--- config.mk ---
export PLATFORM = sky130hd
export DESIGN_NAME = acr_conv_readout
export DESIGN_NICKNAME = d
export VERILOG_FILES = /design/src/verilog/acr_pkg.sv /design/src/verilog/acr_conv_readout.sv
export VERILOG_INCLUDE_DIRS = /design/src /design/src/verilog
export SDC_FILE = /design/constraint.sdc
export NUM_CORES = 1
export LEC_CHECK = 0
export ABC_CLOCK_PERIOD_IN_PS = 5400
export BUFFER_PORTS_ARGS = -buffer_cell sky130_fd_sc_hd__buf_4
export CAP_MARGIN = 20
export CORE_UTILIZATION = 39
export CTS_BUF_LIST = sky130_fd_sc_hd__clkbuf_8
export DETAILED_ROUTE_END_ITERATION = 10
export PLACE_DENSITY = 0.61
export SLEW_MARGIN = 20
export SYNTH_ARGS = -nofsm -noshare
export SYNTH_HDL_FRONTEND = slang
export SYNTH_SLANG_ARGS = --single-unit
--- constraint.sdc ---
create_clock -name clk -period 5.4 [get_ports clk]
set_clock_uncertainty 0.05 [all_clocks]
set_input_delay 1.08 -clock clk [delete_from_list [all_inputs] [get_ports clk]]
set_output_delay 1.08 -clock clk [all_outputs]
set_load 0.02 [all_outputs]
--- src/verilog/acr_consts.svh ---
// Timing counts and widths of the conversion and readout sequencer
`ifndef ACR_CONSTS_SVH
`define ACR_CONSTS_SVH
`define ACR_BITS           16
`define ACR_CLK_NS         5
`define ACR_CONV_MAX_NS    1250
`define ACR_CONV_MARGIN_NS 50
`define ACR_CONV_CYC  ((`ACR_CONV_MAX_NS - `ACR_CONV_MARGIN_NS) / `ACR_CLK_NS)
`define ACR_FRAME_CYC (`ACR_CONV_MAX_NS / `ACR_CLK_NS)
`define ACR_DVB_NS         12
`define ACR_DVB_CYC   ((`ACR_DVB_NS + `ACR_CLK_NS - 1) / `ACR_CLK_NS)
`define ACR_END_NS         25
`define ACR_END_CYC   (`ACR_END_NS / `ACR_CLK_NS)
`define ACR_PER0_NS        30
`define ACR_PER1_NS        60
`define ACR_PER2_NS        120
`define ACR_PER3_NS        240
`define ACR_HALF(p)   ((p) / `ACR_CLK_NS / 2)
`define ACR_LEAD0_NS       3
`define ACR_LEADN_NS       17
`define ACR_TAIL0_NS       3
`define ACR_TAIL1_NS       55
`define ACR_TAIL2_NS       130
`define ACR_TAIL3_NS       290
`define ACR_CEIL(t)   (((t) + `ACR_CLK_NS - 1) / `ACR_CLK_NS)
`define ACR_BMAX0_NS       2000
`define ACR_BMAX1_NS       2500
`define ACR_BMAX2_NS       3500
`define ACR_BMAX3_NS       5750
`endif

--- src/verilog/acr_pkg.sv ---
// Types of the conversion and readout sequencer
package acr_pkg;
  typedef enum logic [2:0] {
    S_IDLE = 3'h0,
    S_CONV = 3'h1,
    S_DROP = 3'h2,
    S_GAP  = 3'h3,
    S_XFER = 3'h4,
    S_END  = 3'h5
  } acr_state_type;
  typedef enum logic [1:0] {
    X_IDLE  = 2'h0,
    X_LEAD  = 2'h1,
    X_SHIFT = 2'h2,
    X_TAIL  = 2'h3
  } acr_xph_type;
  typedef struct packed {
    logic       port_style_select;
    logic       clock_source_select;
    logic       read_during_conv;
    logic [1:0] shift_clock_divider;
  } acr_mode_type;
  typedef struct packed {
    logic shift_clk;
    logic frame;
    logic data;
  } acr_ser_type;
endpackage

--- src/verilog/acr_conv_readout.sv ---
// Conversion sequencer with parallel and serial result readout
`include "acr_consts.svh"
module acr_conv_readout
  import acr_pkg::*;
(
  input  wire logic                  clk,
  input  wire logic                  rst_n,
  input  wire logic                  conversion_start_n,
  input  wire acr_mode_type          mode,
  input  wire logic                  port_select_n,
  input  wire logic                  read_n,
  input  wire logic                  ext_shift_clk,
  input  wire logic [`ACR_BITS-1:0]  conv_result,
  output logic                       busy,
  output logic [`ACR_BITS-1:0]       par_data,
  output logic                       par_data_oe,
  output acr_ser_type                ser_o,
  output acr_ser_type                ser_oe
);
  acr_state_type        st_ff;
  acr_xph_type          xph_ff;
  logic [10:0]          cnt_ff;
  logic [`ACR_BITS-1:0] res_ff;
  logic [6:0]           xcnt_ff;
  logic [4:0]           bit_ff;
  logic [`ACR_BITS-1:0] sreg_ff;
  logic                 busy_ff, start_prev_ff, res_valid_ff, rel_ff;
  logic                 sclk_ff, frame_ff, ext_prev_ff;
  logic                 serial, master, rac_mode, rdc_master;
  logic                 start_ok, lat, go, bus_req, ext_rise;
  logic [1:0]           code_eff;

  // Shift clock half period in cycles; each code doubles the period
  function automatic logic [6:0] half_cyc(input logic [1:0] c);
    half_cyc = 7'(`ACR_HALF(`ACR_PER0_NS)) << c;
  endfunction

  // Frame to first shift edge in cycles
  function automatic logic [6:0] lead_cyc(input logic [1:0] c);
    lead_cyc = (c == 2'h0) ? 7'(`ACR_CEIL(`ACR_LEAD0_NS))
                           : 7'(`ACR_CEIL(`ACR_LEADN_NS));
  endfunction

  // Last shift edge to frame end in cycles
  function automatic logic [6:0] tail_cyc(input logic [1:0] c);
    unique case (c)
      2'h0: tail_cyc = 7'(`ACR_CEIL(`ACR_TAIL0_NS));
      2'h1: tail_cyc = 7'(`ACR_CEIL(`ACR_TAIL1_NS));
      2'h2: tail_cyc = 7'(`ACR_CEIL(`ACR_TAIL2_NS));
      2'h3: tail_cyc = 7'(`ACR_CEIL(`ACR_TAIL3_NS));
    endcase
  endfunction

  // Longest busy in cycles per divider code
  function automatic logic [10:0] bmax_cyc(input logic [1:0] c);
    unique case (c)
      2'h0: bmax_cyc = 11'(`ACR_BMAX0_NS / `ACR_CLK_NS);
      2'h1: bmax_cyc = 11'(`ACR_BMAX1_NS / `ACR_CLK_NS);
      2'h2: bmax_cyc = 11'(`ACR_BMAX2_NS / `ACR_CLK_NS);
      2'h3: bmax_cyc = 11'(`ACR_BMAX3_NS / `ACR_CLK_NS);
    endcase
  endfunction

  // Mode decode and strobes
  assign serial     = mode.port_style_select;
  assign master     = serial & ~mode.clock_source_select;
  assign rac_mode   = master & ~mode.read_during_conv;
  assign rdc_master = master & mode.read_during_conv;
  assign code_eff   = rac_mode ? mode.shift_clock_divider : 2'h0;
  assign start_ok   = start_prev_ff & ~conversion_start_n &
                      (st_ff == S_IDLE);
  assign lat        = (st_ff == S_CONV) &&
                      (cnt_ff == 11'(`ACR_CONV_CYC - 1));
  assign go         = ((st_ff == S_GAP) &&
                       (cnt_ff == 11'(`ACR_FRAME_CYC - 1))) ||
                      (start_ok & rdc_master & (xph_ff == X_IDLE));
  assign bus_req    = ~serial & ~read_n & ~port_select_n;
  assign ext_rise   = ext_shift_clk & ~ext_prev_ff;

  // Input edge history
  always_ff @(posedge clk) begin
    if (!rst_n) begin
      start_prev_ff <= 1'b1;
      ext_prev_ff   <= 1'b0;
    end else begin
      start_prev_ff <= conversion_start_n;
      ext_prev_ff   <= ext_shift_clk;
    end
  end

  // Conversion sequencer and busy
  always_ff @(posedge clk) begin
    if (!rst_n) begin
      st_ff   <= S_IDLE;
      cnt_ff  <= 11'h000;
      busy_ff <= 1'b0;
    end else begin
      unique case (st_ff)
        S_IDLE: if (start_ok) begin
          st_ff   <= S_CONV;
          cnt_ff  <= 11'h000;
          busy_ff <= 1'b1;
        end
        S_CONV: if (lat) begin
          st_ff  <= rac_mode ? S_GAP : S_DROP;
          cnt_ff <= rac_mode ? cnt_ff + 11'h001 : 11'h000;
        end else begin
          cnt_ff <= cnt_ff + 11'h001;
        end
        S_DROP: if (cnt_ff == 11'(`ACR_DVB_CYC - 1)) begin
          st_ff   <= S_IDLE;
          busy_ff <= 1'b0;
        end else begin
          cnt_ff <= cnt_ff + 11'h001;
        end
        S_GAP: if (go) begin
          st_ff  <= S_XFER;
          cnt_ff <= 11'h000;
        end else begin
          cnt_ff <= cnt_ff + 11'h001;
        end
        S_XFER: if (xph_ff == X_IDLE) begin
          st_ff  <= S_END;
          cnt_ff <= 11'h000;
        end
        S_END: if (cnt_ff == 11'(`ACR_END_CYC - 2)) begin
          st_ff   <= S_IDLE;
          busy_ff <= 1'b0;
        end else begin
          cnt_ff <= cnt_ff + 11'h001;
        end
        default: begin
          st_ff   <= S_IDLE;
          busy_ff <= 1'b0;
        end
      endcase
    end
  end

  // Result capture at end of conversion
  always_ff @(posedge clk) begin
    if (!rst_n) begin
      res_ff       <= 16'h0000;
      res_valid_ff <= 1'b0;
    end else if (lat) begin
      res_ff       <= conv_result;
      res_valid_ff <= 1'b1;
    end else if (start_ok) begin
      res_valid_ff <= 1'b0;
    end
  end

  // Parallel bus hold one cycle after the request ends
  always_ff @(posedge clk) begin
    if (!rst_n) begin
      rel_ff <= 1'b0;
    end else begin
      rel_ff <= bus_req;
    end
  end

  // Serial transfer engine, master and slave
  always_ff @(posedge clk) begin
    if (!rst_n) begin
      xph_ff   <= X_IDLE;
      xcnt_ff  <= 7'h00;
      bit_ff   <= 5'h00;
      sreg_ff  <= 16'h0000;
      sclk_ff  <= 1'b0;
      frame_ff <= 1'b0;
    end else if (go) begin
      xph_ff   <= X_LEAD;
      xcnt_ff  <= 7'h00;
      bit_ff   <= 5'h00;
      sreg_ff  <= res_ff;
      frame_ff <= 1'b1;
    end else begin
      unique case (xph_ff)
        X_IDLE: if (lat & ~master) begin
          sreg_ff <= conv_result;
        end else if (ext_rise & serial & ~master) begin
          sreg_ff <= {sreg_ff[`ACR_BITS-2:0], 1'b0};
        end
        X_LEAD: if (xcnt_ff == lead_cyc(code_eff) - 7'h01) begin
          xph_ff  <= X_SHIFT;
          xcnt_ff <= 7'h00;
          sclk_ff <= 1'b1;
        end else begin
          xcnt_ff <= xcnt_ff + 7'h01;
        end
        X_SHIFT: if (xcnt_ff == half_cyc(code_eff) - 7'h01) begin
          xcnt_ff <= 7'h00;
          sclk_ff <= ~sclk_ff;
          if (sclk_ff) begin
            bit_ff <= bit_ff + 5'h01;
            if (bit_ff == 5'(`ACR_BITS - 1)) begin
              xph_ff <= X_TAIL;
            end else begin
              sreg_ff <= {sreg_ff[`ACR_BITS-2:0], 1'b0};
            end
          end
        end else begin
          xcnt_ff <= xcnt_ff + 7'h01;
        end
        X_TAIL: if (xcnt_ff == tail_cyc(code_eff) - 7'h01) begin
          xph_ff   <= X_IDLE;
          frame_ff <= 1'b0;
        end else begin
          xcnt_ff <= xcnt_ff + 7'h01;
        end
      endcase
    end
  end

  // Pin drivers and enables
  assign busy             = busy_ff;
  assign par_data         = res_ff;
  assign par_data_oe      = ~serial & (bus_req | rel_ff);
  assign ser_o.shift_clk  = sclk_ff;
  assign ser_o.frame      = frame_ff;
  assign ser_o.data       = sreg_ff[`ACR_BITS-1];
  assign ser_oe.shift_clk = master & ~port_select_n;
  assign ser_oe.frame     = master & ~port_select_n;
  assign ser_oe.data      = serial & ~port_select_n;

  // Checker helpers: run lengths of busy, clock high and clock low
  logic [10:0] busy_len_ff;
  logic [6:0]  hi_len_ff;
  logic [6:0]  lo_len_ff;
  always_ff @(posedge clk) begin
    if (!rst_n) begin
      busy_len_ff <= 11'h000;
      hi_len_ff   <= 7'h00;
      lo_len_ff   <= 7'h00;
    end else begin
      busy_len_ff <= busy_ff ? busy_len_ff + 11'h001 : 11'h000;
      hi_len_ff   <= sclk_ff ? hi_len_ff + 7'h01 : 7'h00;
      lo_len_ff   <= (sclk_ff || lo_len_ff == 7'h7F) ? 7'h00
                                                     : lo_len_ff + 7'h01;
    end
  end
endmodule

==> flow_summary.toml, run 1 <==
[run_status]
status = "complete, no violations"

[critical_path]
crit_required_ns = 5.56
cp_max_fo = 16
critical_path_class = "in -> reg"
endpoint_kind = "register"
crit_arrival_ns = 3.41
start_kind = "primary input"

[synth]
synth.distinct_cells = 66
synth-simple-area-share_pct = 24.6
synth_common_cells = "66 x dfxtp_1, 35 x mux2i_1, 32 x nand2_1"
synth.largest_area_cell = "dfxtp_1"
synthesis.area_um2 = 3770
async_flop_share_pct = 0
netlist.area_leader.share_pct = 35.0
synth-compound-area-share_pct = 14.2
synth_mux_area_share_pct = 13.8
synth_xor_area_share_pct = 3.25
synth-adder-area-share_pct = 3.98
synth_top_family_by_area = "simple AND/OR/NAND/NOR gates"
seq_area_frac_synth_pct = 35.0
synth_area_leaders = "dfxtp_1 35%, mux2i_1 9.3%, mux2_1 4.5%, ha_1 4.0%, nor2b_1 3.8%"
synth_cells = 430
synthesis.nets = 469
ys_seq_elements = 66
synth.most_common_cell = "dfxtp_1"
synth_edf_count = 0
syn_avg_cell_area_um2 = 8.77
synth_top_flop_cell = "dfxtp_1"
synth_warnings = 0

[hold_path]
hold_path.class = "reg -> reg"

[final_layout]
drive_above_1_share_pct = 16.1
fin_nets = 506
final_util_pct = 47.4
diodes = 0
syn_to_final_growth_pct = 16.6

[pwr]
ir_worst_vdd_v = 0.000136
leakage_uw = 0.00181
power_density_nw_per_um2 = 273

[timing]
setup_slack_ns = 2.15
layout_min_cycle_time_ns = 3.25
tightest_slew_ns = 1.09
rsz0062_at_grt = "no"
fmax_ghz = 0.307
setup_violations = 0
finalSetupTns_ns = 0
drv_slew = 0
slew_headroom_pct = 27.0
finalHoldViolations = 0
fin_crit_sh_pct = 60.2

[floorplan]
coreArea_um2 = 9280
die-area_um2 = 10100
boundaryPins = 51
die_height_um = 100
chipWidth_um = 100
std_cell_rows = 35
initial_core_util_pct = 40.6

[grt]
grt_pass1_vias = 2945
antenna_found_initial = 0
grt_pass1_wl_um = 13800
grt-ovfl-total = 0
grt_start_max_net_pins = 32
grtUsageTotal_pct = 17.2

[placed_design]
place_hpwl_um = 5990
io_buffer_count = 50
gp_congestion = 0.864
post-place-ws_ns = 1.80

[job]
drv_cap = 0

[route]
via_count = 3185
avgViaCountPerCell = 5.30
drc_errors = 0
antenna_left = 0
drt-total-wl_um = 8500
drtIter0Drc = 104
wl_per_cell_um = 14.1
first_pass_iters = 4

[clock_network]
cts_hold_buf = 0
cts.reportedPaths.clkPinSlew_ns = 0.07
cts_tree = "built"
cts_max_level = 3
clock_sinks = 66
numCtsBuffers = 9
clockRootBuffer = "clkbuf_8"
post_cts_buffers = 0
clk_latency_ns = 0.34
cts.repair.resized = 0
clockBufferDepth = 2
==> registers in the layout, summed over array words and instances (netlist names), 2 cells and up <==
signal	count
xph_ff	2
st_ff	3
sreg_ff	16
bit_ff	5
par_data	16
cnt_ff	11
xcnt_ff	7
==> layer usage <==
| layer | share of wire [%] | vias up | wire [um] | track usage (%) |
|---|---|---|---|---|
| met5 | 0 | - | 0 | 0 |
| met4 | 1.6 | 0 | 134 | 6.69 |
| met3 | 3.9 | 14 | 334 | 3.20 |
| met2 | 47 | 59 | 4030 | 28.2 |
| met1 | 47 | 1505 | 4000 | 22.4 |
| li1 | - | 1607 | - | - |
==> logic make-up after synthesis <==
logic type      Yosys count
compound gates           78
xor+xnor                 14
fa+ha+maj                12
buf+inv                  43
flops                    66
mux                      50
simple gates            167
==> final cells by class <==
class | count | area, um^2
clock buffer | 9 | 124
clock inverter | 7 | 76.3
fill | 910 | 4890
inverter | 16 | 60.1
multi-input combinational | 321 | 2260
sequential | 66 | 1320
tap | 129 | 161
timing repair buffer | 53 | 398
==> through the flow <==
stage	hold slack, ns	area, um^2	std cells	power (uW)
after floorplan	0.386	3770	430	718
after global placement	0.392	4200	585	782
after detailed placement	0.404	4200	585	780
after CTS	0.414	4400	601	1210
after global routing	0.437	4400	601	1260
final	0.410	4400	601	1200
==> layout by cell type, fill, tap and decap left out, drive strengths merged, types with 3 or more instances in the layout <==
| master | synthesis | routed |
|---|---|---|
| a211oi | 3 | 3 |
| a21boi | 3 | 3 |
| a21oi | 12 | 12 |
| a22oi | 4 | 4 |
| a31oi | 8 | 8 |
| and3 | 8 | 8 |
| buf | 11 | 53 |
| clkbuf | 16 | 9 |
| dfxtp | 66 | 66 |
| ha | 12 | 12 |
| inv | 16 | 18 |
| mux2 | 15 | 15 |
| mux2i | 35 | 35 |
| nand2 | 32 | 32 |
| nand2b | 5 | 5 |
| nand3 | 15 | 15 |
| nand3b | 3 | 3 |
| nor2 | 30 | 30 |
| nor2b | 23 | 23 |
| nor3 | 8 | 8 |
| nor3b | 5 | 5 |
| nor4 | 5 | 5 |
| o211ai | 3 | 3 |
| o21ai | 28 | 28 |
| or2 | 3 | 3 |
| or3 | 9 | 9 |
| or4 | 4 | 4 |
| xnor2 | 9 | 9 |
| xor2 | 5 | 5 |
==> critical path, cell delays in order <==
cell       delay, ns
buf_4           0.13
or2_1           0.27
a2111oi_1       0.53
nor4_1          0.16
a211oi_4        0.87
mux2i_1         0.29
o21ai_1         0.07
==> report_power, final <==
| group | internal (uW) | switching [uW] | leakage [uW] | total, uW |
|---|---|---|---|---|
| Clock | 217 | 216 | 0.0000962 | 432 |
| Sequential | 499 | 18.2 | 0.000533 | 518 |
| Combinational | 108 | 145 | 0.00118 | 253 |
| Total | 824 | 379 | 0.00181 | 1200 |
==> worst paths after layout <==
| path | startpoint | end | slack [ns] | cells after the start |
|---|---|---|---|---|
| max | mode[0] | sreg_ff[10] | 2.15 | 7 |
| min | bit_ff[4] | bit_ff[4] | 0.41 | 2 |
| max reg2reg | st_ff[0] | sreg_ff[10] | 2.39 | 6 |
| min reg2reg | bit_ff[4] | bit_ff[4] | 0.41 | 2 |
(Power assumes the default switching activity.)
==> run 2: changes to the inputs <==
- ABC_CLOCK_PERIOD_IN_PS: 5400 -> 2990
- PLACE_DENSITY: 0.61 -> 0.63
- clock period: 5.4 -> 2.99 ns (I/O delays scaled with it)
==> flow_summary.toml, run 2 (synthesized netlist as in run 1, its figures left out) <==
[final_layout]
stdcell_area_um2 = 4500
stdcell_count = 613
layout_commonest_cell = "dfxtp_1"
diodes = 0
drive_above_1_share_pct = 18.2
syn_to_final_growth_pct = 19.4
mostFrequentLayoutCells = "66 x dfxtp_1, 64 x buf_4, 35 x mux2i_1, 32 x nand2_1, 30 x nor2_1"
fin_nets = 518

[critical_path]
cp_max_fo = 18
critical_path_class = "reg -> reg"
r2r_slack_ns = 0.38
worstPathCellList = "ha_1 > and3_1 > nand4b_1 > buf_4 > or3_4 > mux2_1 > mux2i_1 > o21ai_1"
crit_arrival_ns = 2.79
reg2reg_depth = 8
max_stage_delay_ns = 0.49
start_kind = "register"
critPathSlowestCell = "or3_4"
crit_required_ns = 3.16
rr_startpoint = "cnt_ff[1]"
endpoint_kind = "register"
r2r_end = "sreg_ff[12]"

[clock_network]
cts_tree = "built"
cts_max_level = 3
numCtsBuffers = 9
clk_latency_ns = 0.34
clock_sinks = 66
cts_hold_buf = 0
clockBufferDepth = 2
cts.reportedPaths.clkPinSlew_ns = 0.08
clockRootBuffer = "clkbuf_8"

[placed_design]
gp_congestion = 0.897
dpl_cell_area_um2 = 4280
post-place-ws_ns = -0.0938
place_hpwl_um = 6320
io_buffer_count = 50
place_inst = 596

[grt]
grt_start_max_net_pins = 32
grt_pass1_wl_um = 14800
grt-ovfl-total = 0
grt_pass1_vias = 3101
grtUsageTotal_pct = 18.5
antenna_found_initial = 0

[pwr]
leakage_uw = 0.00188
power_density_nw_per_um2 = 488
ir_worst_vdd_v = 0.000245
p_total_uw = 2200

[timing]
setup_slack_ns = 0.375
drv_slew = 0
fmax_ghz = 0.382
fin_crit_sh_pct = 87.5
slew_headroom_pct = 53.7
tightest_slew_ns = 0.692
finalSetupTns_ns = 0
finalHoldViolations = 0
rsz0062_at_grt = "no"
setup_violations = 0
layout_min_cycle_time_ns = 2.61

[run_status]
status = "complete, no violations"

[job]
drv_cap = 0

[hold_path]
whs_endpoint = "rel_ff"
hold_path.class = "in -> reg"
holdPathStages = 2
min_from = "read_n"

[route]
wl_per_cell_um = 14.4
avgViaCountPerCell = 5.25
drc_errors = 0
antenna_left = 0
first_pass_iters = 4
drtIter0Drc = 90
via_count = 3221
drt-total-wl_um = 8850

[floorplan]
initial_core_util_pct = 40.6
chipWidth_um = 100
coreArea_um2 = 9280
boundaryPins = 51
die_height_um = 100
std_cell_rows = 35
die-area_um2 = 10100
-- run 2: final cells by class --
type	count	area, um^2
multi-input combinational	321	2260
fill	931	4780
inverter	16	60.1
clock inverter	7	77.6
clock buffer	9	124
sequential	66	1320
tap	129	161
timing repair buffer	65	500
-- run 2: how the worst max path moves through the flow --
stage / slack, ns / start / endpoint / depth (start not counted)
4_1_cts: 0.02 / bit_ff[0] / sreg_ff[12] / 9
5_1_grt: 0.17 / cnt_ff[1] / sreg_ff[12] / 8
2_1_floorplan: 0.39 / mode[0] / bit_ff[3] / 7
6_report: 0.38 / cnt_ff[1] / sreg_ff[12] / 8
3_5_place_dp: -0.09 / mode[0] / sreg_ff[8] / 7
3_3_place_gp: -0.03 / mode[0] / sreg_ff[10] / 7
-- run 2: repair_timing --
| action | CTS | global route |
|---|---|---|
| setup buffers | 0 | 1 |
| gates resized for setup | 0 | 2 |
| endpoints found under the setup margin | 0 | 16 |
-- run 2: critical path, delay by kind of cell (launching register included) --
family / cells / cell delay (ns)
compound gates: 1 / 0.08
fa+ha+maj: 1 / 0.24
buf+inv: 1 / 0.31
flops: 1 / 0.40
mux: 2 / 0.49
simple gates: 3 / 0.92
-- run 2: stage by stage --
stage | hold WS, ns | utilization (%)
floorplan | 0.386 | -
global placement | 0.393 | 46.1
detailed placement | 0.400 | 46.1
CTS | 0.347 | 48.2
global route | 0.355 | 48.5
finish | 0.368 | 48.5
-- run 2: where the power goes --
group	internal [uW]	switching, uW
sequential	902	27.7
combinational	220	282
clock	391	378
total	1510	687
-- run 2: metal layers --
layer  track usage [%]  part of all wire, %  up-vias
met3              4.74                  2.6        8
met4              5.80                  1.2        0
met1              23.0                   47     1549
li1                  -                    -     1626
met5                 0                    0        -
met2              31.3                   49       38
